**config.mk**
```make
export PLATFORM = sky130hd
export DESIGN_NAME = lgps_top
export DESIGN_NICKNAME = d
export VERILOG_FILES = /design/src/hw/lgps_pkg.sv /design/src/hw/lgps_top.sv /design/src/hw/lgps_pin_cell.sv
export SDC_FILE = /design/constraint.sdc
export NUM_CORES = 1
export LEC_CHECK = 0
export BUFFER_PORTS_ARGS = -buffer_cell sky130_fd_sc_hd__buf_2
export CAP_MARGIN = 25
export CORE_ASPECT_RATIO = 2
export CORE_MARGIN = 2
export CORE_UTILIZATION = 47
export CTS_BUF_LIST = sky130_fd_sc_hd__clkbuf_4 sky130_fd_sc_hd__clkbuf_8 sky130_fd_sc_hd__clkbuf_16
export CTS_CLUSTER_SIZE = 24
export DETAILED_ROUTE_END_ITERATION = 6
export GPL_TIMING_DRIVEN = 0
export HOLD_SLACK_MARGIN = 0.08
export PLACE_DENSITY = 0.8
export RECOVER_POWER = 100
export SYNTH_ARGS = -nofsm -noshare
export SYNTH_HDL_FRONTEND = slang
export SYNTH_SLANG_ARGS = --single-unit
```
**constraint.sdc**
```tcl
create_clock -name clk_in -period 1.84 [get_ports clk_in]
set_input_delay 0.276 -clock clk_in [delete_from_list [all_inputs] [get_ports clk_in]]
set_output_delay 0.276 -clock clk_in [all_outputs]
set_load 0.05 [all_outputs]
```
**src/hw/lgps_pkg.sv**
```systemverilog
package lgps_pkg;

   // Register map, byte addresses on the Wishbone port
   localparam int unsigned LGPS_ADR_W          = 4;
   localparam logic [3:0]  LGPS_CFG_ADR        = 4'h0;
   localparam logic [3:0]  LGPS_STATUS_ADR     = 4'h4;

   // indicator_pin_config field layout
   localparam int unsigned LGPS_EN_LSB         = 0;
   localparam int unsigned LGPS_EN_W           = 6;
   localparam int unsigned LGPS_FUN_LSB        = 8;
   localparam int unsigned LGPS_FUN_W          = 2;
   localparam logic [1:0]  LGPS_FUN_PUSH_PULL  = 2'h3;

   // Status register field layout
   localparam int unsigned LGPS_ST_POL_LSB     = 0;
   localparam int unsigned LGPS_ST_LOADED_BIT  = 8;
   localparam int unsigned LGPS_ST_PAD_LSB     = 16;

   // Byte lanes holding each writable field
   localparam int unsigned LGPS_EN_SEL_BIT     = 0;
   localparam int unsigned LGPS_FUN_SEL_BIT    = 1;

   localparam logic [31:0] LGPS_ZERO_WORD      = 32'h0000_0000;
   localparam logic [1:0]  LGPS_SYNC_ZERO      = 2'h0;

   typedef struct packed {
      logic                  cyc;
      logic                  stb;
      logic                  we;
      logic [3:0]            sel;
      logic [LGPS_ADR_W-1:0] adr;
      logic [31:0]           dat;
   } lgps_wb_req_t;

   typedef struct packed {
      logic drive;     // Pin level when driven
      logic oe_n;      // Low while the pin is driven
      logic pullup_en; // Internal pull-up on
      logic inbuf_en;  // Input buffer on
   } lgps_pad_t;

   typedef struct packed {
      logic led_mode;
      logic push_pull;
      logic active_low;
      logic led_on;
      logic gpio_dir;
      logic gpio_data;
      logic gpio_pp;
   } lgps_cell_in_t;

endpackage

```
**src/hw/lgps_top.sv**
```systemverilog
// Overview of operation
// - Two-bit function select at bits 9:8
// - Function applies only to LED-enabled pins
// - Enable 0 gives GPIO, 1 gives LED
// - LED pins lose pull-up and input buffer
// - Code 11b push-pull, others open-drain/source
// - Strap high at reset means active low for open-drain/source
// - Polarity from hard reset level only
// - GPIO pins follow GPIO registers, no strap
// - Field defaults from straps at resets
// - EEPROM loader may replace strap defaults
// - Bits 31:10 and 7:6 read-only
`timescale 1ns/1ps
`default_nettype none
module lgps_top
   import lgps_pkg::*;
#(
   parameter int unsigned PIN_COUNT = 6
)
(
   input  wire logic                   clk_in,             // 250 MHz clock
   input  wire logic                   reset_in,           // Synchronous reset, power-on
   input  wire logic                   ce_in,              // Clock enable, freezes state when low
   input  wire logic                   reset_pin_low_in,   // Device reset pin, active low, async
   input  wire logic [LGPS_FUN_W-1:0]  fun_strap_in,       // Function strap pins
   input  wire logic [PIN_COUNT-1:0]   en_strap_in,        // Enable strap pins
   input  wire logic                   e2p_load_in,        // EEPROM loader override strobe
   input  wire logic [LGPS_FUN_W-1:0]  e2p_fun_in,         // EEPROM function value
   input  wire logic [PIN_COUNT-1:0]   e2p_en_in,          // EEPROM enable value
   input  wire logic [PIN_COUNT-1:0]   led_on_in,          // Indication active per pin
   input  wire logic [PIN_COUNT-1:0]   gpio_dir_in,        // GPIO direction, 1 output
   input  wire logic [PIN_COUNT-1:0]   gpio_data_in,       // GPIO output data
   input  wire logic [PIN_COUNT-1:0]   gpio_pp_in,         // GPIO buffer, 1 push-pull
   input  wire logic                   wb_cyc_in,          // Wishbone cycle
   input  wire logic                   wb_stb_in,          // Wishbone strobe
   input  wire logic                   wb_we_in,           // Wishbone write enable
   input  wire logic [3:0]             wb_sel_in,          // Wishbone byte selects
   input  wire logic [LGPS_ADR_W-1:0]  wb_adr_in,          // Wishbone byte address
   input  wire logic [31:0]            wb_dat_in,          // Wishbone write data
   output logic      [31:0]            wb_dat_out,         // Wishbone read data
   output logic                        wb_ack_out,         // Wishbone acknowledge
   input  wire logic [PIN_COUNT-1:0]   pad_in,             // Shared pin levels
   output logic      [PIN_COUNT-1:0]   pad_out,            // Shared pin drive level
   output logic      [PIN_COUNT-1:0]   pad_oe_n_out,       // Pin output enable, low drives
   output logic      [PIN_COUNT-1:0]   pad_pullup_out,     // Pull-up enable per pin
   output logic      [PIN_COUNT-1:0]   gpio_in_out,        // Synchronised pin level to GPIO
   output logic      [PIN_COUNT-1:0]   led_mode_out,       // Pin is an LED output
   output logic                        push_pull_out       // LED pins driven push-pull
);

   localparam int unsigned SYNC_W = PIN_COUNT + PIN_COUNT + LGPS_FUN_W + 1;

   if (PIN_COUNT < 1 || PIN_COUNT > LGPS_EN_W)
   begin : g_bad_pin_count
      $error("PIN_COUNT must be 1 to 6");
   end

   // Two-stage synchronisers for every pin input
   logic [SYNC_W-1:0] sync1_q;
   logic [SYNC_W-1:0] sync1_d;
   logic [SYNC_W-1:0] sync2_q;
   logic [SYNC_W-1:0] sync2_d;

   always_comb
   begin
      sync1_d = sync1_q;
      sync2_d = sync2_q;
      if (ce_in)
      begin
         sync1_d = {reset_pin_low_in, fun_strap_in, en_strap_in, pad_in};
         sync2_d = sync1_q;
      end
   end

   always_ff @(posedge clk_in)
   begin
      sync1_q <= sync1_d;
      sync2_q <= sync2_d;
   end

   logic [PIN_COUNT-1:0]  pad_s;
   logic [PIN_COUNT-1:0]  en_strap_s;
   logic [LGPS_FUN_W-1:0] fun_strap_s;
   logic                  rst_pin_s;

   assign pad_s       = sync2_q[PIN_COUNT-1:0];
   assign en_strap_s  = sync2_q[2*PIN_COUNT-1:PIN_COUNT];
   assign fun_strap_s = sync2_q[2*PIN_COUNT+LGPS_FUN_W-1:2*PIN_COUNT];
   assign rst_pin_s   = sync2_q[SYNC_W-1];

   // Strap capture window: power-on reset or reset pin held low, plus the first cycle after either ends
   logic rst_pin_prev_q;
   logic rst_pin_prev_d;
   logic capture;
   logic pin_release;

   assign pin_release = rst_pin_s & ~rst_pin_prev_q;
   assign capture     = reset_in | ~rst_pin_s | pin_release;

   always_comb
   begin
      rst_pin_prev_d = rst_pin_prev_q;
      if (ce_in)
         rst_pin_prev_d = rst_pin_s;
      if (reset_in)
         rst_pin_prev_d = 1'b0;
   end

   always_ff @(posedge clk_in)
   begin
      rst_pin_prev_q <= rst_pin_prev_d;
   end

   // Configuration register and hard-strap polarity
   logic [LGPS_FUN_W-1:0] fun_q;
   logic [LGPS_FUN_W-1:0] fun_d;
   logic [PIN_COUNT-1:0]  en_q;
   logic [PIN_COUNT-1:0]  en_d;
   logic [PIN_COUNT-1:0]  pol_q;
   logic [PIN_COUNT-1:0]  pol_d;
   logic                  loaded_q;
   logic                  loaded_d;
   logic                  cfg_wr;

   assign cfg_wr = wb_cyc_in & wb_stb_in & wb_we_in & ~wb_ack_out & (wb_adr_in == LGPS_CFG_ADR);

   always_comb
   begin
      fun_d    = fun_q;
      en_d     = en_q;
      pol_d    = pol_q;
      loaded_d = loaded_q;
      if (ce_in)
      begin
         if (capture)
         begin
            fun_d    = fun_strap_s;
            en_d     = en_strap_s;
            pol_d    = pad_s;
            loaded_d = 1'b0;
         end
         else if (e2p_load_in)
         begin
            fun_d    = e2p_fun_in;
            en_d     = e2p_en_in;
            loaded_d = 1'b1;
         end
         else if (cfg_wr)
         begin
            if (wb_sel_in[LGPS_EN_SEL_BIT])
               en_d = wb_dat_in[LGPS_EN_LSB +: PIN_COUNT];
            if (wb_sel_in[LGPS_FUN_SEL_BIT])
               fun_d = wb_dat_in[LGPS_FUN_LSB +: LGPS_FUN_W];
         end
      end
   end

   always_ff @(posedge clk_in)
   begin
      fun_q    <= fun_d;
      en_q     <= en_d;
      pol_q    <= pol_d;
      loaded_q <= loaded_d;
   end

   // Wishbone slave, one wait state, unmapped reads zero
   logic        ack_q;
   logic        ack_d;
   logic [31:0] rdat_q;
   logic [31:0] rdat_d;
   logic [31:0] cfg_word;
   logic [31:0] status_word;

   always_comb
   begin
      cfg_word = LGPS_ZERO_WORD;
      cfg_word[LGPS_EN_LSB +: PIN_COUNT]  = en_q;
      cfg_word[LGPS_FUN_LSB +: LGPS_FUN_W] = fun_q;
      status_word = LGPS_ZERO_WORD;
      status_word[LGPS_ST_POL_LSB +: PIN_COUNT] = pol_q;
      status_word[LGPS_ST_LOADED_BIT]           = loaded_q;
      status_word[LGPS_ST_PAD_LSB +: PIN_COUNT] = pad_s;
   end

   always_comb
   begin
      ack_d  = ack_q;
      rdat_d = rdat_q;
      if (ce_in)
      begin
         ack_d  = wb_cyc_in & wb_stb_in & ~ack_q;
         rdat_d = LGPS_ZERO_WORD;
         if (wb_cyc_in & wb_stb_in & ~ack_q & ~wb_we_in)
         begin
            unique case (wb_adr_in)
               LGPS_CFG_ADR:    rdat_d = cfg_word;
               LGPS_STATUS_ADR: rdat_d = status_word;
               default:         rdat_d = LGPS_ZERO_WORD;
            endcase
         end
      end
      if (reset_in)
      begin
         ack_d  = 1'b0;
         rdat_d = LGPS_ZERO_WORD;
      end
   end

   always_ff @(posedge clk_in)
   begin
      ack_q  <= ack_d;
      rdat_q <= rdat_d;
   end

   assign wb_ack_out = ack_q;
   assign wb_dat_out = rdat_q;

   // Per-pin output selection
   logic                 push_pull;
   lgps_pad_t            cell_pad [PIN_COUNT];
   lgps_cell_in_t        cell_cfg [PIN_COUNT];

   assign push_pull = (fun_q == LGPS_FUN_PUSH_PULL);

   for (genvar i = 0; i < PIN_COUNT; i++)
   begin : g_pin
      always_comb
      begin
         cell_cfg[i].led_mode   = en_q[i];
         cell_cfg[i].push_pull  = push_pull;
         cell_cfg[i].active_low = pol_q[i];
         cell_cfg[i].led_on     = led_on_in[i];
         cell_cfg[i].gpio_dir   = gpio_dir_in[i];
         cell_cfg[i].gpio_data  = gpio_data_in[i];
         cell_cfg[i].gpio_pp    = gpio_pp_in[i];
      end

      lgps_pin_cell u_cell (
         .cfg_in  (cell_cfg[i]),
         .pad_out (cell_pad[i])
      );
   end

   // Registered pad controls; pins released during reset
   logic [PIN_COUNT-1:0] drv_q;
   logic [PIN_COUNT-1:0] drv_d;
   logic [PIN_COUNT-1:0] oe_n_q;
   logic [PIN_COUNT-1:0] oe_n_d;
   logic [PIN_COUNT-1:0] pu_q;
   logic [PIN_COUNT-1:0] pu_d;
   logic [PIN_COUNT-1:0] gin_q;
   logic [PIN_COUNT-1:0] gin_d;

   always_comb
   begin
      drv_d  = drv_q;
      oe_n_d = oe_n_q;
      pu_d   = pu_q;
      gin_d  = gin_q;
      if (ce_in)
      begin
         for (int j = 0; j < PIN_COUNT; j++)
         begin
            drv_d[j]  = cell_pad[j].drive;
            oe_n_d[j] = cell_pad[j].oe_n;
            pu_d[j]   = cell_pad[j].pullup_en;
            gin_d[j]  = cell_pad[j].inbuf_en & pad_s[j];
         end
      end
      if (capture)
      begin
         drv_d  = '0;
         oe_n_d = '1;
         pu_d   = '1;
         gin_d  = '0;
      end
   end

   always_ff @(posedge clk_in)
   begin
      drv_q  <= drv_d;
      oe_n_q <= oe_n_d;
      pu_q   <= pu_d;
      gin_q  <= gin_d;
   end

   assign pad_out        = drv_q;
   assign pad_oe_n_out   = oe_n_q;
   assign pad_pullup_out = pu_q;
   assign gpio_in_out    = gin_q;
   assign led_mode_out   = en_q;
   assign push_pull_out  = push_pull;

endmodule
`default_nettype wire

```
**src/hw/lgps_pin_cell.sv**
```systemverilog
`timescale 1ns/1ps
`default_nettype none
module lgps_pin_cell
   import lgps_pkg::*;
(
   input  wire lgps_cell_in_t cfg_in,   // Mode and data for this pin
   output lgps_pad_t          pad_out   // Resulting pad control
);

   always_comb
   begin
      pad_out = '{drive: 1'b0, oe_n: 1'b1, pullup_en: 1'b1, inbuf_en: 1'b1};
      if (cfg_in.led_mode)
      begin
         pad_out.pullup_en = 1'b0;
         pad_out.inbuf_en  = 1'b0;
         if (cfg_in.push_pull)
         begin
            pad_out.drive = cfg_in.led_on;
            pad_out.oe_n  = 1'b0;
         end
         else if (cfg_in.active_low)
         begin
            pad_out.drive = 1'b0;
            pad_out.oe_n  = ~cfg_in.led_on;
         end
         else
         begin
            pad_out.drive = 1'b1;
            pad_out.oe_n  = ~cfg_in.led_on;
         end
      end
      else if (cfg_in.gpio_dir)
      begin
         if (cfg_in.gpio_pp)
         begin
            pad_out.drive = cfg_in.gpio_data;
            pad_out.oe_n  = 1'b0;
         end
         else
         begin
            pad_out.drive = 1'b0;
            pad_out.oe_n  = cfg_in.gpio_data;
         end
      end
   end

endmodule
`default_nettype wire

```
======== Yosys cells after proc, flatten, opt, wreduce, memory -nomap -nowiden ========
Index checks and enable logic that the tools add are counted.
word-level totals
  bits in registers ....................... 103
  bits of input ports ..................... 94
  output and inout bits ................... 64
  logic and storage cells ................. 96
cells by class
  eq/ne operators ......................... 2
  muxes and demuxes ....................... 47
  bitwise operators ....................... 25
  reductions and logical operators ........ 9
operators with widths
  kind                                                                   count
  2-bit 2-to-1 mux                                                       40
  22-bit case mux with 2 select lines                                    1
  6-bit 2-to-1 mux                                                       4
  22-bit 2-to-1 mux                                                      1
  1-bit AND                                                              13
  1-bit inverter                                                         10
  3-bit nonzero test                                                     3
  3-bit AND reduction                                                    2
  4-bit by 3-bit equality test with 1-bit output, second input constant  1
  4-bit logical NOT                                                      1
  2-bit AND reduction                                                    2
  2-bit equality test, second input constant                             1
  1-bit OR                                                               2
  2-bit nonzero test                                                     1
  1-bit 2-to-1 mux                                                       1

======== Logic depth before layout (Yosys ltp) ========
Gate-level depths: netlist of the first run.
  depth in word-level cells ............... 7
  gate-level depth with buffers ........... 6

======== By module ========
Synthesis of the first run repeated with hierarchy kept, for this count alone.
second synthesis, totals
  cell total of the unflattened synthesis .. 317
  area, all modules ....................... 3762.4 um2
by module, submodules not included
  module         instances  cells an instance  area each (um2)  seq. area each (um2)
  lgps_top       1          263                3364.5           2152.1
  lgps_pin_cell  6          9                  66.3             0.0

======== Least setup slack after synthesis of the first run ========
OpenSTA, ideal clock, no wires.
  path type ............................... register to register
  start point ............................. reg ack_q (netlist: wb_ack_out)
  end point ............................... reg en_q[0] (netlist: led_mode_out[0]) (enable)
  setup time .............................. 0.350 ns
  arrival time ............................ 1.538 ns
  data required time ...................... 1.490 ns
  path slack .............................. -0.048 ns
  cell stages (with the launch flop) ...... 5
  buffers on the path ..................... 0
  clock period less this slack ............ 1.888 ns
  cell sequence ........................... dfxtp_1 > nand4b_2 > nor4_1 > a21oi_1 > nor2_1
on the way
  cells in the longest elaborated chain, start to end .. 5
RTL lines
  item                                  line             text
  start: declaration                    lgps_top.sv:167  logic ack_q;
  start signal: assignment              lgps_top.sv:211  ack_q <= ack_d;
  1-bit inverter                        lgps_top.sv:125  assign cfg_wr = wb_cyc_in & wb_stb_in & wb_we_in & ~wb_ack_out & (wb_adr_in == LGPS_CFG_ADR);
  1-bit AND (2 in series)               lgps_top.sv:125
  3-bit nonzero test (no source line)   -
  3-bit AND reduction (no source line)  -
  end signal: assignment                lgps_top.sv:161  en_q <= en_d;
  end: declaration                      lgps_top.sv:117  logic [PIN_COUNT-1:0] en_q;
No other way between the ends.
A chain may end at the register's enable or synchronous reset.

======== Worst setup path in the final report of the first run ========
  start point ............................. reg ack_q (netlist: wb_ack_out)
  end point ............................... reg en_q[1] (netlist: led_mode_out[1]) (enable)
The elaborated chain is that of the path after synthesis.

==> impl_metrics.env, run 1 <==
export IMPL_status="complete, no violations"
export IMPL_critPathArrivalTime_ps=1730
export IMPL_yosysUniqueCellTypes=27
export IMPL_crit_fanout=6
export IMPL_p_leak_nw=1.93
export IMPL_rows=44
export IMPL_cts_root_buf="clkbuf_16"
export IMPL_clock_skew_ps=4.40
export IMPL_wl_um=8640
export IMPL_crit_path_start_kind="flip-flop"
export IMPL_gp_congestion=0.865
export IMPL_ys_ff_latch=85
export IMPL_synth_top_area_frac=0.390
export IMPL_ctsHoldBuffers=0
export IMPL_grt_pass1_vias=2704
export IMPL_synth_area_leaders="edfxtp_1 39%, dfxtp_1 23%, o21ai_0 6.2%"
export IMPL_ios=158
export IMPL_endpoint_kind="flip-flop"
export IMPL_drc=0
export IMPL_start_util=0.480
export IMPL_fin_ws_ps=128
export IMPL_numCtsBuffers=9
export IMPL_place_ws_ps=-739
export IMPL_wl_met3_um=463
export IMPL_yosys_warnings=0
export IMPL_top_layer_used="met4"
export IMPL_grt_overflow_total=0
export IMPL_whs_ps=107
export IMPL_r2r_end="led_mode_out[1]"
export IMPL_wl_per_cell_um=15.9
export IMPL_clkLatencyLatePin_ps=340
export IMPL_ys_seq_area_frac=0.621
export IMPL_r2r_slack_ps=130
export IMPL_synth_avg_cell_area_um2=11.2
export IMPL_cts_sinks=85
export IMPL_met1_length_um=3060
export IMPL_synth_area_um2=3460
export IMPL_fin_crit_ps=1710
export IMPL_clk_path_buf_depth=2
export IMPL_post_drt_via_cell_ratio=5.11
export IMPL_crit_type="flip-flop to flip-flop"
export IMPL_fmax_mhz=584
export IMPL_io_buffers=112
export IMPL_first_iter_violations=149
export IMPL_mostFrequentLayoutCells="113 x buf_2, 45 x edfxtp_1, 43 x o21ai_0"
export IMPL_tightest_slew_ps=649
export IMPL_synth_top_area_cell="edfxtp_1"
export IMPL_die_w_um=64.7
export IMPL_cap_viol_max_count=0
export IMPL_grt_max_degree=36
export IMPL_die_area_um2=8110
export IMPL_min_delay_start="fun_strap_in[0]"
export IMPL_hp_class="input pin to flip-flop"
export IMPL_layout_commonest_cell="buf_2"
export IMPL_dp_hpwl_um=6560
export IMPL_vias=2786
export IMPL_hold_viol=0
export IMPL_hold_path_depth=1
export IMPL_clk_pin_slew_worst_paths_ps=60
export IMPL_r2r_start="wb_ack_out"
export IMPL_instances_no_fill=545
export IMPL_power_density_nw_per_um2=977
export IMPL_cts_setup_buffers=0
export IMPL_route_met2_wl_um=4820
export IMPL_cts_htree_levels=3
export IMPL_drv_slew=0
export IMPL_cts_resized=2
export IMPL_postRouteAntennaNets=0
export IMPL_grt_pass1_wl_um=13200
export IMPL_antenna_cells=0
export IMPL_core_um2=7210
export IMPL_finalNetCount=542
export IMPL_final_layout_size_suffix_gt1_frac=0.375
export IMPL_holdPathEnd="sync1_q[12]"
export IMPL_period_share=0.931
export IMPL_slew_headroom=0.568
export IMPL_final_setup_viol_count=0
export IMPL_reg2regPathDepth=4
export IMPL_die_y_um=125
export IMPL_cts_tree="done"
export IMPL_cp_required_ps=1860
export IMPL_ir_drop_mv=0.903
export IMPL_firstDrtPassIters=4
export IMPL_synthCells=308
export IMPL_grt_antenna_before_repair=0
export IMPL_gr_usage_all_layers=0.219
export IMPL_area_growth_pct=30.6
export IMPL_dp_cells=529
## layer usage
layer	vias up	global-route usage
met5	-	0
met1	1291	0.220
li1	1356	-
met4	0	0.115
met2	119	0.401
met3	20	0.0513
## logic make-up (layout without fill, tap and decap cells)
group	count (synthesis)	after routing	share of synthesized area
multiplexers	16	16	0.0488
AO/OA/AOI/OAI	85	85	0.143
AND/OR/NAND/NOR	72	72	0.105
flip-flops	85	85	0.621
other	1	18	0.00108
buffers and inverters	49	177	0.0809
## critical path: stages (launching register included)
cell and delay, ps:
dfxtp_1 320, nand4b_2 270, nor4_2 350, a21oi_1 160, nor2_2 300
## synthesized netlist by cell type
library cell	count
nand4b_1	5
nor3_1	3
a31oi_1	6
nor4_1	1
mux2_2	7
buf_4	25
edfxtp_1	45
o21a_1	1
nor4_4	1
conb_1	1
nor2_1	17
nand2_1	35
o21ai_0	43
clkinv_1	2
nand3b_1	8
nand4b_2	1
or2_2	1
o211ai_1	6
mux2i_1	9
a22oi_1	7
clkbuf_1	13
a32o_1	1
a32oi_1	6
dfxtp_1	40
inv_1	7
a21oi_1	15
buf_2	2
## layout make-up
cell class                      instances  area, um2
Timing Repair Buffer                  112        563
Fill cell                             600       2690
Tap cell                               92        115
Clock inverter                          7       75.1
Multi-Input combinational cell        191       1110
Clock buffer                            9        225
Buffer                                 40        248
Sequential cell                        85       2150
Inverter                                9       37.5
## power breakdown
part           internal [mW]  switching [mW]  total (mW)
combinational          0.167           0.310       0.477
clock                   1.05           0.742        1.80
sequential              2.09          0.0546        2.15
## flip-flops by register name, indices dropped and copies added (netlist names)
signal,count
wb_dat_out,14
pad_pullup_out,6
pad_oe_n_out,6
sync1_q,15
gpio_in_out,6
led_mode_out,6
fun_q,2
sync2_q,15
rst_pin_prev_q,1
pol_q,6
wb_ack_out,1
pad_out,6
loaded_q,1
## stage by stage
step	area, um2	TNS [ps]	utilization	power [mW]
6_report	4520	0	0.627	4.42
5_1_grt	4520	-0.113	0.627	4.58
4_1_cts	4510	0	0.625	4.45
3_5_place_dp	4210	-16390	0.583	2.66
3_3_place_gp	4210	-14270	0.583	2.65
2_1_floorplan	3530	0	-	2.48
## worst max path at each step
stage,from,to,depth (start not counted)
3_5_place_dp,ce_in,pol_q[1],4
5_1_grt,ce_in,led_mode_out[4],5
6_report,wb_ack_out,led_mode_out[1],4
2_1_floorplan,wb_ack_out,led_mode_out[0],4
3_3_place_gp,ce_in,pol_q[0],4
4_1_cts,wb_ack_out,led_mode_out[2],4
No activity file was read; power rests on OpenSTA's default activity.
==> inputs of run 2 (changes only) <==
clock period = 1.9 ns   (was 1.84 ns; I/O delays follow)
==> run 2 against run 1 <==
  * Sequential power is 3% lower
  * Fmax is 3.2% lower
  * Clock skew hardly changed
  * Final cell count stayed put
  * Worst setup slack better by 3.7 ps
  * Clock power is 9% higher
  * Count of clock-buffer cells in the layout stayed put
  * Sequential cell count stayed put
  * Non-clock buffer count stayed put
  * Critical path depth stayed put
  * Largest cell class unchanged
  * Highest routed layer unchanged
==> impl_metrics.env, run 2 (synthesis results as in run 1) <==
export IMPL_status="complete, no violations"
export IMPL_grt_antenna_before_repair=0
export IMPL_layout_commonest_cell="buf_2"
export IMPL_clkLatencyLatePin_ps=340
export IMPL_first_iter_violations=164
export IMPL_r2r_end="led_mode_out[5]"
export IMPL_start_util=0.480
export IMPL_grt_pass1_vias=2835
export IMPL_postRouteAntennaNets=0
export IMPL_finalNetCount=542
export IMPL_tightest_slew_ps=683
export IMPL_cts_resized=2
export IMPL_drc=0
export IMPL_place_ws_ps=-694
export IMPL_antenna_cells=0
export IMPL_final_layout_size_suffix_gt1_frac=0.272
export IMPL_hold_viol=0
export IMPL_cts_htree_levels=3
export IMPL_fin_crit_ps=1770
export IMPL_holdPathEnd="sync1_q[8]"
export IMPL_vias=2809
export IMPL_seq_area_um2=2150
export IMPL_clock_skew_ps=4.65
export IMPL_hold_path_depth=1
export IMPL_mostFrequentLayoutCells="66 x buf_2, 56 x clkbuf_1, 45 x edfxtp_1"
export IMPL_crit_type="flip-flop to flip-flop"
export IMPL_die_area_um2=8110
export IMPL_clk_path_buf_depth=2
export IMPL_cp_required_ps=1910
export IMPL_slew_headroom=0.547
export IMPL_grt_overflow_total=0
export IMPL_die_y_um=125
export IMPL_path_cells="nand3b_1 -> clkbuf_1 -> nor3_1 -> nor2_2"
export IMPL_cts_tree="done"
export IMPL_critical_path_max_stage_delay_ps=420
export IMPL_core_um2=7210
export IMPL_endpoint_kind="flip-flop"
export IMPL_dp_hpwl_um=6610
export IMPL_num_fill_cells=621
export IMPL_p_leak_nw=1.80
export IMPL_path_buf_inv=1
export IMPL_area_growth_pct=29.5
export IMPL_hp_class="input pin to flip-flop"
export IMPL_ir_drop_mv=0.719
export IMPL_crit_fanout=10
export IMPL_grt_most_used_layer="met2"
export IMPL_wl_um=8740
export IMPL_ios=158
export IMPL_rows=44
export IMPL_fmax_mhz=565
export IMPL_power_density_nw_per_um2=1010
export IMPL_rsz0062_at_grt="no"
export IMPL_fin_util=0.622
export IMPL_cap_viol_max_count=0
export IMPL_fin_ws_ps=131
export IMPL_crit_path_start_kind="flip-flop"
export IMPL_grt_pass1_wl_um=13600
export IMPL_r2r_start="sync2_q[14]"
export IMPL_use_met2=0.408
export IMPL_io_buffers=112
export IMPL_crit_family="simple AND/OR/NAND/NOR gates"
export IMPL_grt_use_met3=0.0621
export IMPL_cts_setup_buffers=0
export IMPL_slowest_stage="clkbuf_1"
export IMPL_gp_congestion=0.873
export IMPL_min_delay_start="en_strap_in[2]"
export IMPL_numCtsBuffers=9
export IMPL_reg2regPathDepth=4
export IMPL_gr_usage_all_layers=0.225
export IMPL_multi_input_area_um2=1090
export IMPL_r2r_slack_ps=130
export IMPL_final_setup_viol_count=0
export IMPL_clk_pin_slew_worst_paths_ps=60
export IMPL_ctsHoldBuffers=0
export IMPL_critPathArrivalTime_ps=1780
export IMPL_cts_root_buf="clkbuf_16"
export IMPL_drv_slew=0
export IMPL_cts_sinks=85
export IMPL_period_share=0.931
export IMPL_grt_max_degree=36
export IMPL_wl_per_cell_um=16.0
export IMPL_die_w_um=64.7
export IMPL_post_drt_via_cell_ratio=5.15
export IMPL_firstDrtPassIters=4
export IMPL_grt_use_met1=0.214
## run 2: cell count changes in the layout (fill, tap and decap cells not counted), sizes merged
cell	before	now
buf	140	91
inv	8	7
bufinv	1	3
clkinvlp	4	3
clkbuf	21	70
## run 2: layout make-up
cell class	count	area share
buffer	40	0.0541
clock buffer	9	0.0502
clock inverter	7	0.0254
inverter	9	0.00753
multi-input combinational	191	0.243
sequential	85	0.480
tap	92	0.0257
timing repair buffer	112	0.114
## run 2: per-stage QoR
stage | setup TNS (ps) | instance area [um2] | power (mW) | hold WS (ps) | std cells
2_1_floorplan | 0 | 3530 | 2.41 | 384 | 325
3_3_place_gp | -10970 | 4200 | 2.56 | 401 | 529
3_5_place_dp | -13950 | 4200 | 2.58 | 405 | 529
4_1_cts | 0 | 4550 | 4.54 | 109 | 545
5_1_grt | 0 | 4480 | 4.66 | 110 | 545
6_report | 0 | 4480 | 4.51 | 117 | 545
## run 2: worst reg2reg max path, stage by stage, from the launching register on
cell and delay (ps):
edfxtp_1 380, nand3b_1 240, clkbuf_1 420, nor3_1 110
nor2_2 290
## run 2: worst max path at each step
stage,startpoint,end,cells past startpoint
2_1_floorplan,wb_ack_out,led_mode_out[0],4
3_3_place_gp,ce_in,pol_q[0],4
3_5_place_dp,ce_in,pol_q[0],4
4_1_cts,ce_in,pol_q[0],4
5_1_grt,ce_in,pol_q[0],4
6_report,sync2_q[14],led_mode_out[5],4
## run 2: routing by layer
metal  vias up  routed length (um)
li1       1356                   -
met1      1313                3020
met2       117                4780
met3        23                 511
met4         0                 427
met5         -                   0
## run 2: where the power goes
group | switching [mW] | internal [mW] | total, mW | leakage [nW]
Clock | 0.697 | 1.27 | 1.97 | 0.155
Combinational | 0.301 | 0.158 | 0.459 | 0.880
Sequential | 0.0533 | 2.03 | 2.08 | 0.764
